<file path="src/shared/pibrd_consts.svh">
// Offsets, field positions and reset values for the bridge register decoder
`ifndef PIBRD_CONSTS_SVH
`define PIBRD_CONSTS_SVH

// Function 0 configuration offsets, and BAR0 of function 1
`define PIBRD_CFG_MAKER_ID      8'h00
`define PIBRD_CFG_PART_ID       8'h02
`define PIBRD_CFG_COMMAND       8'h04
`define PIBRD_CFG_STATUS        8'h06
`define PIBRD_CFG_REVISION      8'h08
`define PIBRD_CFG_CLASS         8'h09
`define PIBRD_CFG_HEADER        8'h0E
`define PIBRD_CFG_BAR0          8'h20
`define PIBRD_CFG_RECOVERY      8'h4C
`define PIBRD_CFG_XBUS_CS       8'h4E
`define PIBRD_CFG_SERIAL_BASE   8'h5C
`define PIBRD_CFG_IRQ_ROUTE     8'h60
`define PIBRD_CFG_TOP_MEM       8'h69
`define PIBRD_CFG_MISC_STAT     8'h6A
`define PIBRD_CFG_BRD_IRQ0      8'h70
`define PIBRD_CFG_BRD_IRQ1      8'h71
`define PIBRD_CFG_BRD_DMA       8'h76
`define PIBRD_CFG_PROG_CS       8'h78
`define PIBRD_CFG_IOAPIC_BASE   8'h80
`define PIBRD_CFG_LATENCY       8'h82
`define PIBRD_CFG_SMI_CTRL      8'hA0
`define PIBRD_CFG_SMI_EN        8'hA2
`define PIBRD_CFG_EVENT_EN      8'hA4
`define PIBRD_CFG_FAST_OFF      8'hA8
`define PIBRD_CFG_SMI_REQ       8'hAA
`define PIBRD_CFG_STOP_LOW      8'hAC
`define PIBRD_CFG_STOP_HIGH     8'hAE
`define PIBRD_CFG_DEV_LO        8'h40
`define PIBRD_CFG_DEV_HI        8'hAF

// Field positions
`define PIBRD_CMD_IO_EN         0
`define PIBRD_RECOV_ALIAS_EN    6

// Reset values
`define PIBRD_CMD_RESET         16'h0000
`define PIBRD_STATUS_RESET      16'h0000
`define PIBRD_DEV_BYTE_RESET    8'h00
`define PIBRD_BAR_RESET         16'h0000

// I/O decode windows
`define PIBRD_BM_WIN_BITS       4
`define PIBRD_SERIAL_WIN_BITS   5
`define PIBRD_PM_PORT_A         16'h00B2
`define PIBRD_PM_PORT_B         16'h00B3
`define PIBRD_LAST_CLAIMED_FN   3'h2

`endif

</file>
<file path="src/shared/pibrd_pkg.sv">
// Types for the bridge register decoder
package pibrd_pkg;

   typedef struct packed {
      logic        cfg;
      logic        wr;
      logic        isa_master;
      logic [2:0]  func;
      logic [15:0] addr;
      logic [3:0]  be;
      logic [31:0] wdata;
   } pibrd_req_t;

   typedef enum logic [2:0] {
      PIBRD_UNIT_NONE,
      PIBRD_UNIT_COMPAT,
      PIBRD_UNIT_DMA,
      PIBRD_UNIT_PM,
      PIBRD_UNIT_DISK_BM,
      PIBRD_UNIT_SERIAL
   } pibrd_unit_t;

   typedef enum logic [1:0] {
      PIBRD_DEC_NONE,
      PIBRD_DEC_POSITIVE,
      PIBRD_DEC_SUBTRACTIVE
   } pibrd_dec_t;

endpackage : pibrd_pkg

</file>
<file path="src/rtl/pibrd_decode.sv">
// Register access decoder and configuration spaces of functions 0 to 2 of the bridge
`timescale 1ns/10ps
`include "pibrd_consts.svh"

module pibrd_decode
   import pibrd_pkg::*;
#(
   parameter logic [15:0] MAKER_ID    = 16'h1234, // Arbitrary value
   parameter logic [15:0] PART_ID0    = 16'h0001, // Arbitrary value
   parameter logic [15:0] PART_ID1    = 16'h0002, // Arbitrary value
   parameter logic [15:0] PART_ID2    = 16'h0003, // Arbitrary value
   parameter logic [7:0]  REVISION_ID = 8'h01,    // Arbitrary value
   parameter logic [23:0] CLASS0      = 24'h060100,
   parameter logic [23:0] CLASS1      = 24'h010180,
   parameter logic [23:0] CLASS2      = 24'h0C0300,
   parameter logic [7:0]  HEADER0     = 8'h80
)(
   // Clock and reset
   input  wire logic        i_ref_clk,
   input  wire logic        i_srst,
   // Request
   input  wire logic        i_req_valid,
   input  wire pibrd_req_t  i_req,
   // Status events
   input  wire logic [15:0] i_status_set,
   // Completion
   output logic             o_done,
   output logic             o_claim,
   output pibrd_dec_t       o_decode,
   output logic [31:0]      o_rdata,
   output logic             o_isa_byte_target,
   // ISA broadcast
   output logic             o_isa_bcast,
   output logic             o_isa_bcast_wr,
   // Internal unit access
   output pibrd_unit_t      o_unit_sel,
   output logic             o_unit_wr,
   output logic [15:0]      o_unit_addr,
   output logic [31:0]      o_unit_wdata,
   output logic [3:0]       o_unit_be,
   // Decode controls
   output logic             o_alias_en
);

   logic [15:0] cmd0_q;
   logic [15:0] cmd1_q;
   logic [15:0] cmd2_q;
   logic [15:0] stat0_q;
   logic [15:0] stat_d;
   logic [15:0] disk_busmaster_base_address_q;
   logic [15:0] serial_q;
   logic [7:0]  dev_q [8'h40:8'hAF];
   logic [31:0] cfg_rd;
   logic        alias_en;
   logic [15:0] io_addr;
   pibrd_unit_t unit;
   pibrd_dec_t  dec;
   logic        isa_ok;
   logic        bcast;
   logic [1:0]  lane;

   function automatic logic dev_writable(input logic [7:0] off);
      case (off)
         8'h4C, 8'h4E, 8'h4F, 8'h5C, 8'h5D, 8'h60, 8'h61, 8'h62, 8'h63,
         8'h69, 8'h6A, 8'h6B, 8'h70, 8'h71, 8'h76, 8'h77, 8'h78, 8'h79,
         8'h80, 8'h82, 8'hA0, 8'hA2, 8'hA3, 8'hA4, 8'hA5, 8'hA6, 8'hA7,
         8'hA8, 8'hAA, 8'hAB, 8'hAC, 8'hAE: dev_writable = 1'b1;
         default: dev_writable = 1'b0;
      endcase
   endfunction : dev_writable

   function automatic logic is_dma(input logic [15:0] a);
      is_dma = (a[15:5] == 11'h000 && a[4] == 1'b0) ||
               (a[15:8] == 8'h00 && a[7:4] == 4'h8) ||
               (a[15:8] == 8'h00 && a[7:5] == 3'h6);
   endfunction : is_dma

   function automatic logic is_compat(input logic [15:0] a);
      case (a)
         16'h0020, 16'h0021, 16'h0040, 16'h0041, 16'h0042, 16'h0043,
         16'h0060, 16'h0061, 16'h0070, 16'h00A0, 16'h00A1,
         16'h00F0: is_compat = 1'b1;
         default:  is_compat = 1'b0;
      endcase
   endfunction : is_compat

   function automatic logic isa_reach(input logic [15:0] a);
      case (a)
         16'h0020, 16'h0021, 16'h0040, 16'h0041, 16'h0042, 16'h0043,
         16'h0060, 16'h0061: isa_reach = 1'b1;
         default:            isa_reach = 1'b0;
      endcase
   endfunction : isa_reach

   function automatic logic bcast_wr_port(input logic [7:0] a);
      case (a[3:0])
         4'h0, 4'h4, 4'h5, 4'h6, 4'h8, 4'hC, 4'hD, 4'hE: bcast_wr_port = 1'b1;
         default: bcast_wr_port = 1'b0;
      endcase
   endfunction : bcast_wr_port

   function automatic logic [1:0] low_lane(input logic [3:0] be);
      if (be[0]) begin
         low_lane = 2'h0;
      end else if (be[1]) begin
         low_lane = 2'h1;
      end else if (be[2]) begin
         low_lane = 2'h2;
      end else begin
         low_lane = 2'h3;
      end
   endfunction : low_lane

   assign alias_en = dev_q[`PIBRD_CFG_RECOVERY][`PIBRD_RECOV_ALIAS_EN];
   assign lane     = low_lane(i_req.be);
   assign io_addr  = {i_req.addr[15:2], lane};

   // I/O space decode
   always_comb begin
      unit   = PIBRD_UNIT_NONE;
      dec    = PIBRD_DEC_NONE;
      isa_ok = 1'b1;
      bcast  = 1'b0;
      if (i_req.isa_master) begin
         isa_ok = isa_reach(io_addr);
      end
      if (io_addr == `PIBRD_PM_PORT_A || io_addr == `PIBRD_PM_PORT_B) begin
         unit = PIBRD_UNIT_PM;
         dec  = PIBRD_DEC_POSITIVE;
      end else if (is_dma(io_addr) || (alias_en && io_addr[15:4] == 12'h009)) begin
         unit = PIBRD_UNIT_DMA;
         dec  = PIBRD_DEC_SUBTRACTIVE;
      end else if (is_compat(io_addr)) begin
         unit = PIBRD_UNIT_COMPAT;
         dec  = PIBRD_DEC_POSITIVE;
      end else if (cmd1_q[`PIBRD_CMD_IO_EN] &&
                   i_req.addr[15:`PIBRD_BM_WIN_BITS] == disk_busmaster_base_address_q[15:`PIBRD_BM_WIN_BITS]) begin
         unit = PIBRD_UNIT_DISK_BM;
         dec  = PIBRD_DEC_POSITIVE;
      end else if (cmd2_q[`PIBRD_CMD_IO_EN] &&
                   i_req.addr[15:`PIBRD_SERIAL_WIN_BITS] ==
                   serial_q[15:`PIBRD_SERIAL_WIN_BITS]) begin
         unit = PIBRD_UNIT_SERIAL;
         dec  = PIBRD_DEC_POSITIVE;
      end
      if (i_req.isa_master && (!isa_ok || unit == PIBRD_UNIT_DISK_BM ||
                               unit == PIBRD_UNIT_SERIAL)) begin
         unit = PIBRD_UNIT_NONE;
         dec  = PIBRD_DEC_NONE;
      end
      if (!i_req.isa_master && io_addr[15:8] == 8'h00) begin
         if (io_addr[7:0] == 8'h70 || io_addr[7:0] == 8'hF0) begin
            bcast = 1'b1;
         end else if (i_req.wr && io_addr[7:4] == 4'h8) begin
            bcast = bcast_wr_port(io_addr[7:0]);
         end else if (i_req.wr && io_addr[7:4] == 4'h9) begin
            bcast = bcast_wr_port(io_addr[7:0]);
         end
      end
   end

   // Configuration read data
   always_comb begin
      logic [7:0] off;
      logic [7:0] b;
      cfg_rd = 32'h0000_0000;
      off    = 8'h00;
      b      = 8'h00;
      for (int k = 0; k < 4; k++) begin
         off = {i_req.addr[7:2], k[1:0]};
         b   = 8'h00;
         case (i_req.func)
            3'h0: begin
               case (off)
                  8'h00: b = MAKER_ID[7:0];
                  8'h01: b = MAKER_ID[15:8];
                  8'h02: b = PART_ID0[7:0];
                  8'h03: b = PART_ID0[15:8];
                  8'h04: b = cmd0_q[7:0];
                  8'h05: b = cmd0_q[15:8];
                  8'h06: b = stat0_q[7:0];
                  8'h07: b = stat0_q[15:8];
                  8'h08: b = REVISION_ID;
                  8'h09: b = CLASS0[7:0];
                  8'h0A: b = CLASS0[15:8];
                  8'h0B: b = CLASS0[23:16];
                  8'h0E: b = HEADER0;
                  default: begin
                     if (off >= `PIBRD_CFG_DEV_LO && off <= `PIBRD_CFG_DEV_HI) begin
                        b = dev_q[off];
                     end
                  end
               endcase
            end
            3'h1: begin
               case (off)
                  8'h00: b = MAKER_ID[7:0];
                  8'h01: b = MAKER_ID[15:8];
                  8'h02: b = PART_ID1[7:0];
                  8'h03: b = PART_ID1[15:8];
                  8'h04: b = cmd1_q[7:0];
                  8'h05: b = cmd1_q[15:8];
                  8'h08: b = REVISION_ID;
                  8'h09: b = CLASS1[7:0];
                  8'h0A: b = CLASS1[15:8];
                  8'h0B: b = CLASS1[23:16];
                  8'h20: b = {disk_busmaster_base_address_q[7:4], 4'h1};
                  8'h21: b = disk_busmaster_base_address_q[15:8];
                  default: b = 8'h00;
               endcase
            end
            3'h2: begin
               case (off)
                  8'h00: b = MAKER_ID[7:0];
                  8'h01: b = MAKER_ID[15:8];
                  8'h02: b = PART_ID2[7:0];
                  8'h03: b = PART_ID2[15:8];
                  8'h04: b = cmd2_q[7:0];
                  8'h05: b = cmd2_q[15:8];
                  8'h08: b = REVISION_ID;
                  8'h09: b = CLASS2[7:0];
                  8'h0A: b = CLASS2[15:8];
                  8'h0B: b = CLASS2[23:16];
                  default: b = 8'h00;
               endcase
            end
            default: b = 8'h00;
         endcase
         cfg_rd[8*k +: 8] = b;
      end
   end

   // Status bits set by events, cleared by writing one
   always_comb begin
      stat_d = stat0_q;
      if (i_req_valid && i_req.cfg && i_req.wr && !i_req.isa_master && i_req.func == 3'h0 &&
          i_req.addr[7:2] == 6'h01) begin
         if (i_req.be[2]) begin
            stat_d[7:0] = stat_d[7:0] & ~i_req.wdata[23:16];
         end
         if (i_req.be[3]) begin
            stat_d[15:8] = stat_d[15:8] & ~i_req.wdata[31:24];
         end
      end
      stat_d = stat_d | i_status_set;
   end

   always_ff @(posedge i_ref_clk) begin
      if (i_srst) begin
         stat0_q <= `PIBRD_STATUS_RESET;
      end else begin
         stat0_q <= stat_d;
      end
   end

   // Configuration writes
   always_ff @(posedge i_ref_clk) begin
      if (i_srst) begin
         cmd0_q   <= `PIBRD_CMD_RESET;
         cmd1_q   <= `PIBRD_CMD_RESET;
         cmd2_q   <= `PIBRD_CMD_RESET;
         disk_busmaster_base_address_q  <= `PIBRD_BAR_RESET;
         serial_q <= `PIBRD_BAR_RESET;
         for (int j = 8'h40; j <= 8'hAF; j++) begin
            dev_q[j] <= `PIBRD_DEV_BYTE_RESET;
         end
      end else if (i_req_valid && i_req.cfg && i_req.wr && !i_req.isa_master) begin
         for (int k = 0; k < 4; k++) begin
            if (i_req.be[k]) begin
               case (i_req.func)
                  3'h0: begin
                     if (i_req.addr[7:2] == 6'h01 && k < 2) begin
                        cmd0_q[8*k +: 8] <= i_req.wdata[8*k +: 8];
                     end else if (dev_writable({i_req.addr[7:2], 2'(k)})) begin
                        dev_q[{i_req.addr[7:2], 2'(k)}] <= i_req.wdata[8*k +: 8];
                        if ({i_req.addr[7:2], 2'(k)} == 8'h5C) begin
                           serial_q[7:0] <= i_req.wdata[8*k +: 8];
                        end
                        if ({i_req.addr[7:2], 2'(k)} == 8'h5D) begin
                           serial_q[15:8] <= i_req.wdata[8*k +: 8];
                        end
                     end
                  end
                  3'h1: begin
                     if (i_req.addr[7:2] == 6'h01 && k < 2) begin
                        cmd1_q[8*k +: 8] <= i_req.wdata[8*k +: 8];
                     end else if (i_req.addr[7:2] == 6'h08 && k < 2) begin
                        disk_busmaster_base_address_q[8*k +: 8] <= i_req.wdata[8*k +: 8];
                     end
                  end
                  3'h2: begin
                     if (i_req.addr[7:2] == 6'h01 && k < 2) begin
                        cmd2_q[8*k +: 8] <= i_req.wdata[8*k +: 8];
                     end
                  end
                  default: begin
                  end
               endcase
            end
         end
      end
   end

   // Completion and claim
   always_ff @(posedge i_ref_clk) begin
      if (i_srst) begin
         o_done            <= 1'b0;
         o_claim           <= 1'b0;
         o_decode          <= PIBRD_DEC_NONE;
         o_rdata           <= 32'h0000_0000;
         o_isa_byte_target <= 1'b0;
      end else begin
         o_done            <= i_req_valid;
         o_claim           <= 1'b0;
         o_decode          <= PIBRD_DEC_NONE;
         o_rdata           <= 32'h0000_0000;
         o_isa_byte_target <= 1'b0;
         if (i_req_valid && i_req.cfg) begin
            if (!i_req.isa_master && i_req.func <= `PIBRD_LAST_CLAIMED_FN) begin
               o_claim  <= 1'b1;
               o_decode <= PIBRD_DEC_POSITIVE;
               o_rdata  <= i_req.wr ? 32'h0000_0000 : cfg_rd;
            end
         end else if (i_req_valid) begin
            o_claim           <= (dec == PIBRD_DEC_POSITIVE);
            o_decode          <= dec;
            o_isa_byte_target <= i_req.isa_master && dec != PIBRD_DEC_NONE;
         end
      end
   end

   // Broadcast onto the ISA bus
   always_ff @(posedge i_ref_clk) begin
      if (i_srst) begin
         o_isa_bcast    <= 1'b0;
         o_isa_bcast_wr <= 1'b0;
      end else begin
         o_isa_bcast    <= i_req_valid && !i_req.cfg && bcast;
         o_isa_bcast_wr <= i_req_valid && !i_req.cfg && bcast && i_req.wr;
      end
   end

   // Access to internal units
   always_ff @(posedge i_ref_clk) begin
      if (i_srst) begin
         o_unit_sel   <= PIBRD_UNIT_NONE;
         o_unit_wr    <= 1'b0;
         o_unit_addr  <= 16'h0000;
         o_unit_wdata <= 32'h0000_0000;
         o_unit_be    <= 4'h0;
         o_alias_en   <= 1'b0;
      end else begin
         o_alias_en   <= alias_en;
         o_unit_sel   <= PIBRD_UNIT_NONE;
         o_unit_wr    <= 1'b0;
         o_unit_addr  <= 16'h0000;
         o_unit_wdata <= 32'h0000_0000;
         o_unit_be    <= 4'h0;
         if (i_req_valid && !i_req.cfg && unit != PIBRD_UNIT_NONE) begin
            o_unit_sel <= unit;
            o_unit_wr  <= i_req.wr;
            if (unit == PIBRD_UNIT_DISK_BM || unit == PIBRD_UNIT_SERIAL) begin
               o_unit_addr  <= i_req.addr;
               o_unit_wdata <= i_req.wdata;
               o_unit_be    <= i_req.be;
            end else begin
               o_unit_addr  <= io_addr;
               o_unit_wdata <= {24'h00_0000, i_req.wdata[8*lane +: 8]};
               o_unit_be    <= 4'h1;
               if (alias_en && io_addr[15:4] == 12'h009) begin
                  o_unit_addr <= {io_addr[15:8], 4'h8, io_addr[3:0]};
               end
            end
         end
      end
   end

endmodule : pibrd_decode

</file>
<file path="config.mk">
export PLATFORM = sky130hd
export DESIGN_NAME = pibrd_decode
export DESIGN_NICKNAME = d
export VERILOG_FILES = /design/src/shared/pibrd_pkg.sv /design/src/rtl/pibrd_decode.sv
export VERILOG_INCLUDE_DIRS = /design/src /design/src/shared
export SDC_FILE = /design/constraint.sdc
export NUM_CORES = 2
export LEC_CHECK = 0
export BUFFER_PORTS_ARGS = -buffer_cell sky130_fd_sc_hd__buf_4
export CORE_ASPECT_RATIO = 0.9
export CORE_MARGIN = 5
export CORE_UTILIZATION = 62
export DETAILED_ROUTE_END_ITERATION = 8
export GPL_TIMING_DRIVEN = 0
export PLACE_DENSITY_LB_ADDON = 0.08
export REMOVE_ABC_BUFFERS = 1
export SETUP_SLACK_MARGIN = 0.4
export SYNTH_ARGS = -nofsm -noshare
export SYNTH_HDL_FRONTEND = slang
export SYNTH_SLANG_ARGS = --single-unit
</file>
<file path="constraint.sdc">
create_clock -name i_ref_clk -period 3.6 [get_ports i_ref_clk]
set_input_delay 0.36 -clock i_ref_clk [delete_from_list [all_inputs] [get_ports i_ref_clk]]
set_output_delay 0.36 -clock i_ref_clk [all_outputs]
set_load 0.01 [all_outputs]
</file>
# ---- Yosys cells after proc, flatten, opt, wreduce, memory -nomap -nowiden
# Memories as Yosys holds them, arrays and structs flattened.
# Index checks and enable logic that the tools add are counted.
dict set report classes {
  n_addsub 0
  multipliers 0
  div_mod_pow 0
  n_lt_le_gt_ge 9
  eq_ne 45
  shifts 1
  mux 129
  n_bitwise 12
  n_reduce_logical 65
}
# cell count
set op_table {}
lappend op_table {{case mux 8 bit (3 select lines)} 9}
lappend op_table {{two-way mux 8 bit} 23}
lappend op_table {{equality test 16 x 7 -> 1 bit, second input constant} 7}
lappend op_table {{equality test 16 x 8 -> 1 bit, second input constant} 5}
lappend op_table {{two-way mux 16 bit} 5}
lappend op_table {{two-way mux 1 bit} 73}
lappend op_table {{case mux 8 bit (4 select lines)} 2}
lappend op_table {{equality test 6 x 5 -> 1 bit, second input constant} 7}
lappend op_table {{OR reduction 8 bit} 5}
lappend op_table {{equality test 16 x 6 -> 1 bit, second input constant} 2}
lappend op_table {{>= comparator 8 x 7 -> 1 bit, second input constant} 4}
lappend op_table {{<= comparator 8 bit, second input constant} 4}
lappend op_table {{variable part select 32 x 6 -> 8 bit} 1}
lappend op_table {{equality test 6 bit, second input constant} 5}
lappend op_table {{logical AND 1 bit} 25}
lappend op_table {{AND reduction 4 bit} 6}
lappend op_table {{two-way mux 3 bit} 6}
lappend op_table {{AND 8 bit} 2}
lappend op_table {{two-way mux 2 bit} 8}
lappend op_table {{inverter 8 bit} 2}
lappend op_table {{bitwise OR 16 bit} 1}
lappend op_table {{case mux 8 bit (2 select lines)} 1}
lappend op_table {{equality test 3 bit, second input constant} 5}
lappend op_table {{equality test 12 bit} 1}
lappend op_table {{32 further kinds} 52}
dict set report totals {
  regBits 192
  latch_bits 0
  ramBits 896
  mem_bits_ro 32
  out_inout_bits 96
  elab_cells 289
  mem_count 3
}
# name depth word_bits rd rd_clocked_by_memory_dff wr line_no
set memory_table {}
lappend memory_table {dev_q 112 8 5 0 112 pibrd_decode.sv:52} ;# logic [7:0] dev_q [8'h40:8'hAF];
lappend memory_table {{(no name shown)} 16 1 1 0 0 pibrd_decode.sv:96} ;# case (a[3:0])
lappend memory_table {{(no name shown)} 16 1 1 0 0 pibrd_decode.sv:96}

# ---- Depth between registers and ports, before layout
dict set report depth {
  depth_word 20
  depth_mapped 11
  ltp_nobuf 6
}

# ---- Least setup slack after synthesis
# OpenSTA, ideal clock, no wires.
dict set report synth_timing {
  path_kind {input -> register}
  start {input i_req[38] (netlist bit)}
  end {memory dev_q[172][0] (enable)}
  setup_time_ps 310
  arrival_time_ps 2328
  required_time_ps 3290
  setup_slack_ps 962
  cell_stages 9
  path_buffers 4
  path_cell_list {buf_4 > buf_6 > buf_6 > buf_6 > nand2_1 > o31ai_1 > o2111ai_2 > nor3_1 > or2_2}
}
# item line_no
set synth_rtl {}
lappend synth_rtl {{start, declared} pibrd_decode.sv:23} ;# input wire pibrd_req_t i_req,
lappend synth_rtl {{end, declared} pibrd_decode.sv:52}

# ---- Worst setup path in the final report
dict set report layout_timing {
  start {input i_req[41] (netlist bit)}
  end {register o_rdata[15]}
}
dict set report layout_between {
  elab_chain_cells 5
}
# item line_no
set layout_rtl {}
lappend layout_rtl {{branches (longest 4 deep; another with memory read (112 x 8 bit))} -}
lappend layout_rtl {{case mux 8 bit (3 select lines) (*)} pibrd_decode.sv:172} ;# case (i_req.func)
lappend layout_rtl {{end signal, assigned} pibrd_decode.sv:322} ;# o_rdata <= i_req.wr ? 32'h0000_0000 : cfg_rd;
lappend layout_rtl {{end, declared} pibrd_decode.sv:30} ;# output logic [31:0] o_rdata,
# Mark *: on every way between the ends.
# A chain may end at the register's enable or synchronous reset.

==> metrics.txt <==
# TYPE chip_impl_metric gauge
chip_impl_info{name="status",value="finished clean"} 1
chip_impl_info{name="critical_path.endpoint_type",value="flop"} 1
chip_impl_metric{name="routed_wl",unit="mm"} 109.1
chip_impl_metric{name="via_per_inst",unit=""} 5.596
chip_impl_metric{name="detailed_router_iteration_count_before_antenna_repair",unit=""} 6
chip_impl_metric{name="grt.overflow.total",unit=""} 0
chip_impl_metric{name="grt_first_pass_wirelength",unit="mm"} 163.7
chip_impl_metric{name="floorplan.initialDensity",unit=""} 0.6240
chip_impl_metric{name="fin_nets",unit=""} 3622
chip_impl_metric{name="die_width",unit="um"} 301.8
chip_impl_metric{name="fraction_of_final_layout_cells_with_drive_strength_greater_than_1",unit=""} 0.2131
chip_impl_info{name="critical_path.startpoint_type",value="input port"} 1
chip_impl_info{name="worstReg2RegEnd",value="o_unit_wdata[2]$_SDFF_PP0_"} 1
chip_impl_metric{name="clkLatencyLatePin",unit="ns"} 0.67
chip_impl_metric{name="port-buffer-count",unit=""} 172
chip_impl_metric{name="setup.reg_to_reg.worst_slack",unit="ns"} 0.68
chip_impl_metric{name="first_global_vias",unit=""} 26869
chip_impl_metric{name="synth.yosys.warnings",unit=""} 0
chip_impl_metric{name="core_footprint",unit="um2"} 76150
chip_impl_metric{name="gp_routability_congestion",unit=""} 0.8946
chip_impl_metric{name="growth_of_design_area_from_synthesis_to_finish",unit="%"} 19.31
chip_impl_metric{name="synth.top_cell.area_share",unit=""} 0.6268
chip_impl_info{name="tritoncts",value="built"} 1
chip_impl_metric{name="synth_edf_count",unit=""} 992
chip_impl_metric{name="worst_ep_arrival_time",unit="ns"} 3.79
chip_impl_metric{name="htree_levels",unit=""} 3
chip_impl_metric{name="final_min_period_over_clock_period",unit=""} 0.9148
chip_impl_info{name="worstHoldPathType",value="in2reg"} 1
chip_impl_metric{name="multi_input_area",unit="um2"} 16010
chip_impl_metric{name="postSynthRegisterBits",unit=""} 1175
chip_impl_metric{name="floorplan.die.height",unit="um"} 272.6
chip_impl_metric{name="num_rows",unit=""} 96
chip_impl_metric{name="area.sequential",unit="um2"} 33450
chip_impl_metric{name="critical_path.max_fanout",unit=""} 48
chip_impl_metric{name="vdd_drop_max",unit="mV"} 0.4387
chip_impl_info{name="netlist_top_cells_area",value="edfxtp_1, mux4_2, dfxtp_1"} 1
chip_impl_metric{name="grt_start_max_net_pins",unit=""} 139
chip_impl_metric{name="detail_route.wl_per_cell",unit="um"} 23.33
chip_impl_metric{name="grt_antenna_before_repair",unit=""} 13
chip_impl_metric{name="synth.distinct_cells",unit=""} 78
chip_impl_info{name="synth_area_leader_cell",value="edfxtp_1"} 1
chip_impl_info{name="most_instantiated_library_cell_after_synthesis",value="edfxtp_1"} 1
chip_impl_info{name="critical_r2r_launch",value="disk_busmaster_base_address_q[10]$_SDFFE_PP0P_"} 1
chip_impl_metric{name="ys_seq_area_frac",unit=""} 0.7039
chip_impl_metric{name="power_per_cell_area",unit="nW/um2"} 521.0
chip_impl_metric{name="num-fill-cells",unit=""} 4736
chip_impl_metric{name="drc_errors",unit=""} 0
chip_impl_metric{name="avgSynthCellArea",unit="um2"} 17.49
chip_impl_info{name="rsz_0062_raised_after_global_routing",value="yes"} 1
chip_impl_info{name="timing.critical_path.from",value="i_req[41]"} 1
chip_impl_metric{name="final_core_utilization",unit=""} 0.7445
chip_impl_metric{name="cts.clk_slew.worst_paths",unit="ns"} 0.06
chip_impl_metric{name="detailed_place_hpwl",unit="mm"} 69.17
chip_impl_info{name="yosys_most_used_dff",value="edfxtp_1"} 1
chip_impl_metric{name="cts_made_buffers",unit=""} 113
chip_impl_metric{name="rel_slew_slack",unit=""} 0.08702
chip_impl_metric{name="drt_first_iter_violations",unit=""} 3047
chip_impl_metric{name="fmaxAchievable",unit="GHz"} 0.3036
chip_impl_metric{name="finalHoldViolCount",unit=""} 0
chip_impl_metric{name="ioPinCount",unit=""} 173
chip_impl_metric{name="p_leak",unit="nW"} 21.05
chip_impl_info{name="clk_root_buf",value="clkbuf_16"} 1
chip_impl_info{name="timing_worst_setup_path_type",value="in2reg"} 1
chip_impl_metric{name="netlist_area_pre_place",unit="um2"} 47520
chip_impl_metric{name="clockBufferDepth",unit=""} 3
chip_impl_metric{name="crit_required",unit="ns"} 4.10
chip_impl_info{name="synth_commonest_cells",value="edfxtp_1, mux4_2, and2_1, clkbuf_1, dfxtp_1"} 1
chip_impl_info{name="setup.worst_path.end",value="o_rdata[15]$_SDFF_PP0_"} 1
chip_impl_metric{name="postRouteAntennaNets",unit=""} 0
chip_impl_metric{name="max-cap-violations",unit=""} 0
chip_impl_metric{name="die_area",unit="um2"} 82290
chip_impl_metric{name="async_flop_share",unit=""} 0
chip_impl_metric{name="timing.reg2reg.worst_path_depth",unit=""} 8
chip_impl_metric{name="totalPowerFinal",unit="W"} 0.02954
chip_impl_metric{name="synthCells",unit=""} 2717
chip_impl_metric{name="timing.final.crit_period",unit="ns"} 3.293
chip_impl_metric{name="clock_sinks",unit=""} 1175
chip_impl_metric{name="drv_slew",unit=""} 0
chip_impl_metric{name="fin_worst_skew",unit="ns"} 0.01991
chip_impl_metric{name="num_vias",unit=""} 26166
chip_impl_metric{name="timing.final.setup_violations",unit=""} 0
chip_impl_metric{name="groute.usage.overall",unit=""} 0.2677
chip_impl_metric{name="worst_slew_pin_slew",unit="ns"} 1.367
[what timing repair did]
item,in CTS,in global routing
buffers inserted,3,7
gates cloned,1,0
setup endpoints to repair,358,230
pin swaps,3,4
hold endpoints to repair,26,0
gates resized for setup,34,33
hold buffers,25,0
[flip-flops by register name, summed over array words and instances, names as in the netlist, 2 cells and up]
| name | count |
|---|---|
| cmd0_q | 16 |
| cmd2_q | 16 |
| serial_q | 11 |
| o_unit_be | 4 |
| o_rdata | 32 |
| o_unit_wdata | 32 |
| o_unit_sel | 3 |
| o_unit_addr | 16 |
| disk_busmaster_base_address_q | 12 |
| stat0_q | 16 |
| cmd1_q | 16 |
| dev_q | 992 |
| o_decode | 2 |
[per-stage QoR]
step	cells	setup TNS (ns)	hold slack (ns)	setup slack (ns)	area [um2]
final	4676	0	0.04894	0.3065	56700
after global routing	4671	0	0.02018	0.2559	56680
after CTS	4663	0	0.008665	0.2764	56460
after detailed placement	4423	-243.36	0.4480	-1.036	52350
after global placement	4400	-6147.45	0.4419	-6.245	51780
after floorplan	3199	0	0.4271	0.3184	49200
[cell type report]
cell class,count,area share
inverters,7,0.0004855
well taps,1029,0.02271
multi-input cells,2018,0.2825
clock buffers,162,0.05766
repair buffers,230,0.03897
diodes,6,0.0002648
clock inverters,49,0.007437
flip-flops and latches,1175,0.5900
[kinds of logic after synthesis]
kind of cell               count (synthesis)  synth area share
AOI/OAI and AO/OA                        203           0.02933
xor gates and xnor gates                  23          0.004239
adders and majority gates                  1         0.0002106
buffers and inverters                    260           0.02320
DFF                                     1175            0.7039
muxes                                    399            0.1634
other                                      1        0.00007891
and+or+nand+nor                          655           0.07564
[worst min path at each step]
| stage | endpoint | start | cells past startpoint | slack (ns) |
|---|---|---|---|---|
| finish | dev_q[185][3]$_DFFE_PP_ | i_req[11] | 1 | 0.05 |
| global route | dev_q[190][7]$_DFFE_PP_ | i_req[23] | 1 | 0.02 |
| CTS | o_unit_addr[0]$_SDFF_PP0_ | i_req[36] | 3 | 0.009 |
| detailed placement | o_rdata[20]$_SDFF_PP0_ | stat0_q[4]$_SDFF_PP0_ | 1 | 0.45 |
| global placement | cmd0_q[10]$_SDFFE_PP0P_ | cmd0_q[10]$_SDFFE_PP0P_ | 2 | 0.44 |
| floorplan | cmd0_q[0]$_SDFFE_PP0P_ | cmd0_q[0]$_SDFFE_PP0P_ | 2 | 0.43 |
[worst max-delay path, cell delays in order]
cell and delay [ns]:
buf_6 0.48, buf_16 0.33, or4_1 0.63, a21oi_1 0.22, o21ai_0 0.58, nor2_1 0.18
a221oi_1 0.71, o22ai_1 0.17
[report_power, final]
part | internal (W) | leakage, nW | switching, W | total, W
Sequential | 0.0157 | 11.1 | 0.000220 | 0.0159
Clock | 0.00679 | 1.82 | 0.00488 | 0.0117
Combinational | 0.000901 | 8.12 | 0.00110 | 0.00200
[placed cells by master, fill, tap and decap left out, types with 5 or more instances in the layout]
master         netlist  routed
a21boi_1             6       5
a21oi_1             66      66
a221oi_1             7       7
a222oi_1             5       5
a22o_1               7       7
a22oi_1             17      17
and2_1             279     279
and3_1              29      29
buf_12               0       5
buf_16               0      16
buf_4                8     177
bufinv_16            0       7
clkbuf_1           187      30
clkbuf_16            0     119
clkbuf_8             0      13
clkinv_1             1      15
clkinv_2             0      22
conb_1               1     736
dfxtp_1            183     183
diode_2              0       6
dlygate4sd3_1        0      25
edfxtp_1           992     992
inv_1                6       6
mux2i_1             95      95
mux4_2             301     301
nand2_1             74      73
nand2b_1             8       8
nand3_1             27      26
nand4_1             10      10
nor2_1             136     102
nor2_2               2      17
nor2_4               0      19
nor2b_1             10       6
nor3_1              10       8
o21ai_0             35      35
o22ai_1             16      16
o2bb2ai_1           11      11
or2_2               35      35
or3_1               11      11
xnor2_1             23      23
[per-layer routing]
layer / track usage / wire length (um) / vias up
li1: - / - / 11460
met1: 0.3822 / 43170 / 13349
met2: 0.4212 / 52210 / 1111
met3: 0.05894 / 9659 / 234
met4: 0.08797 / 3978 / 12
met5: 0 / 66 / -
Note: power is estimated with default switching activity, not from simulation.
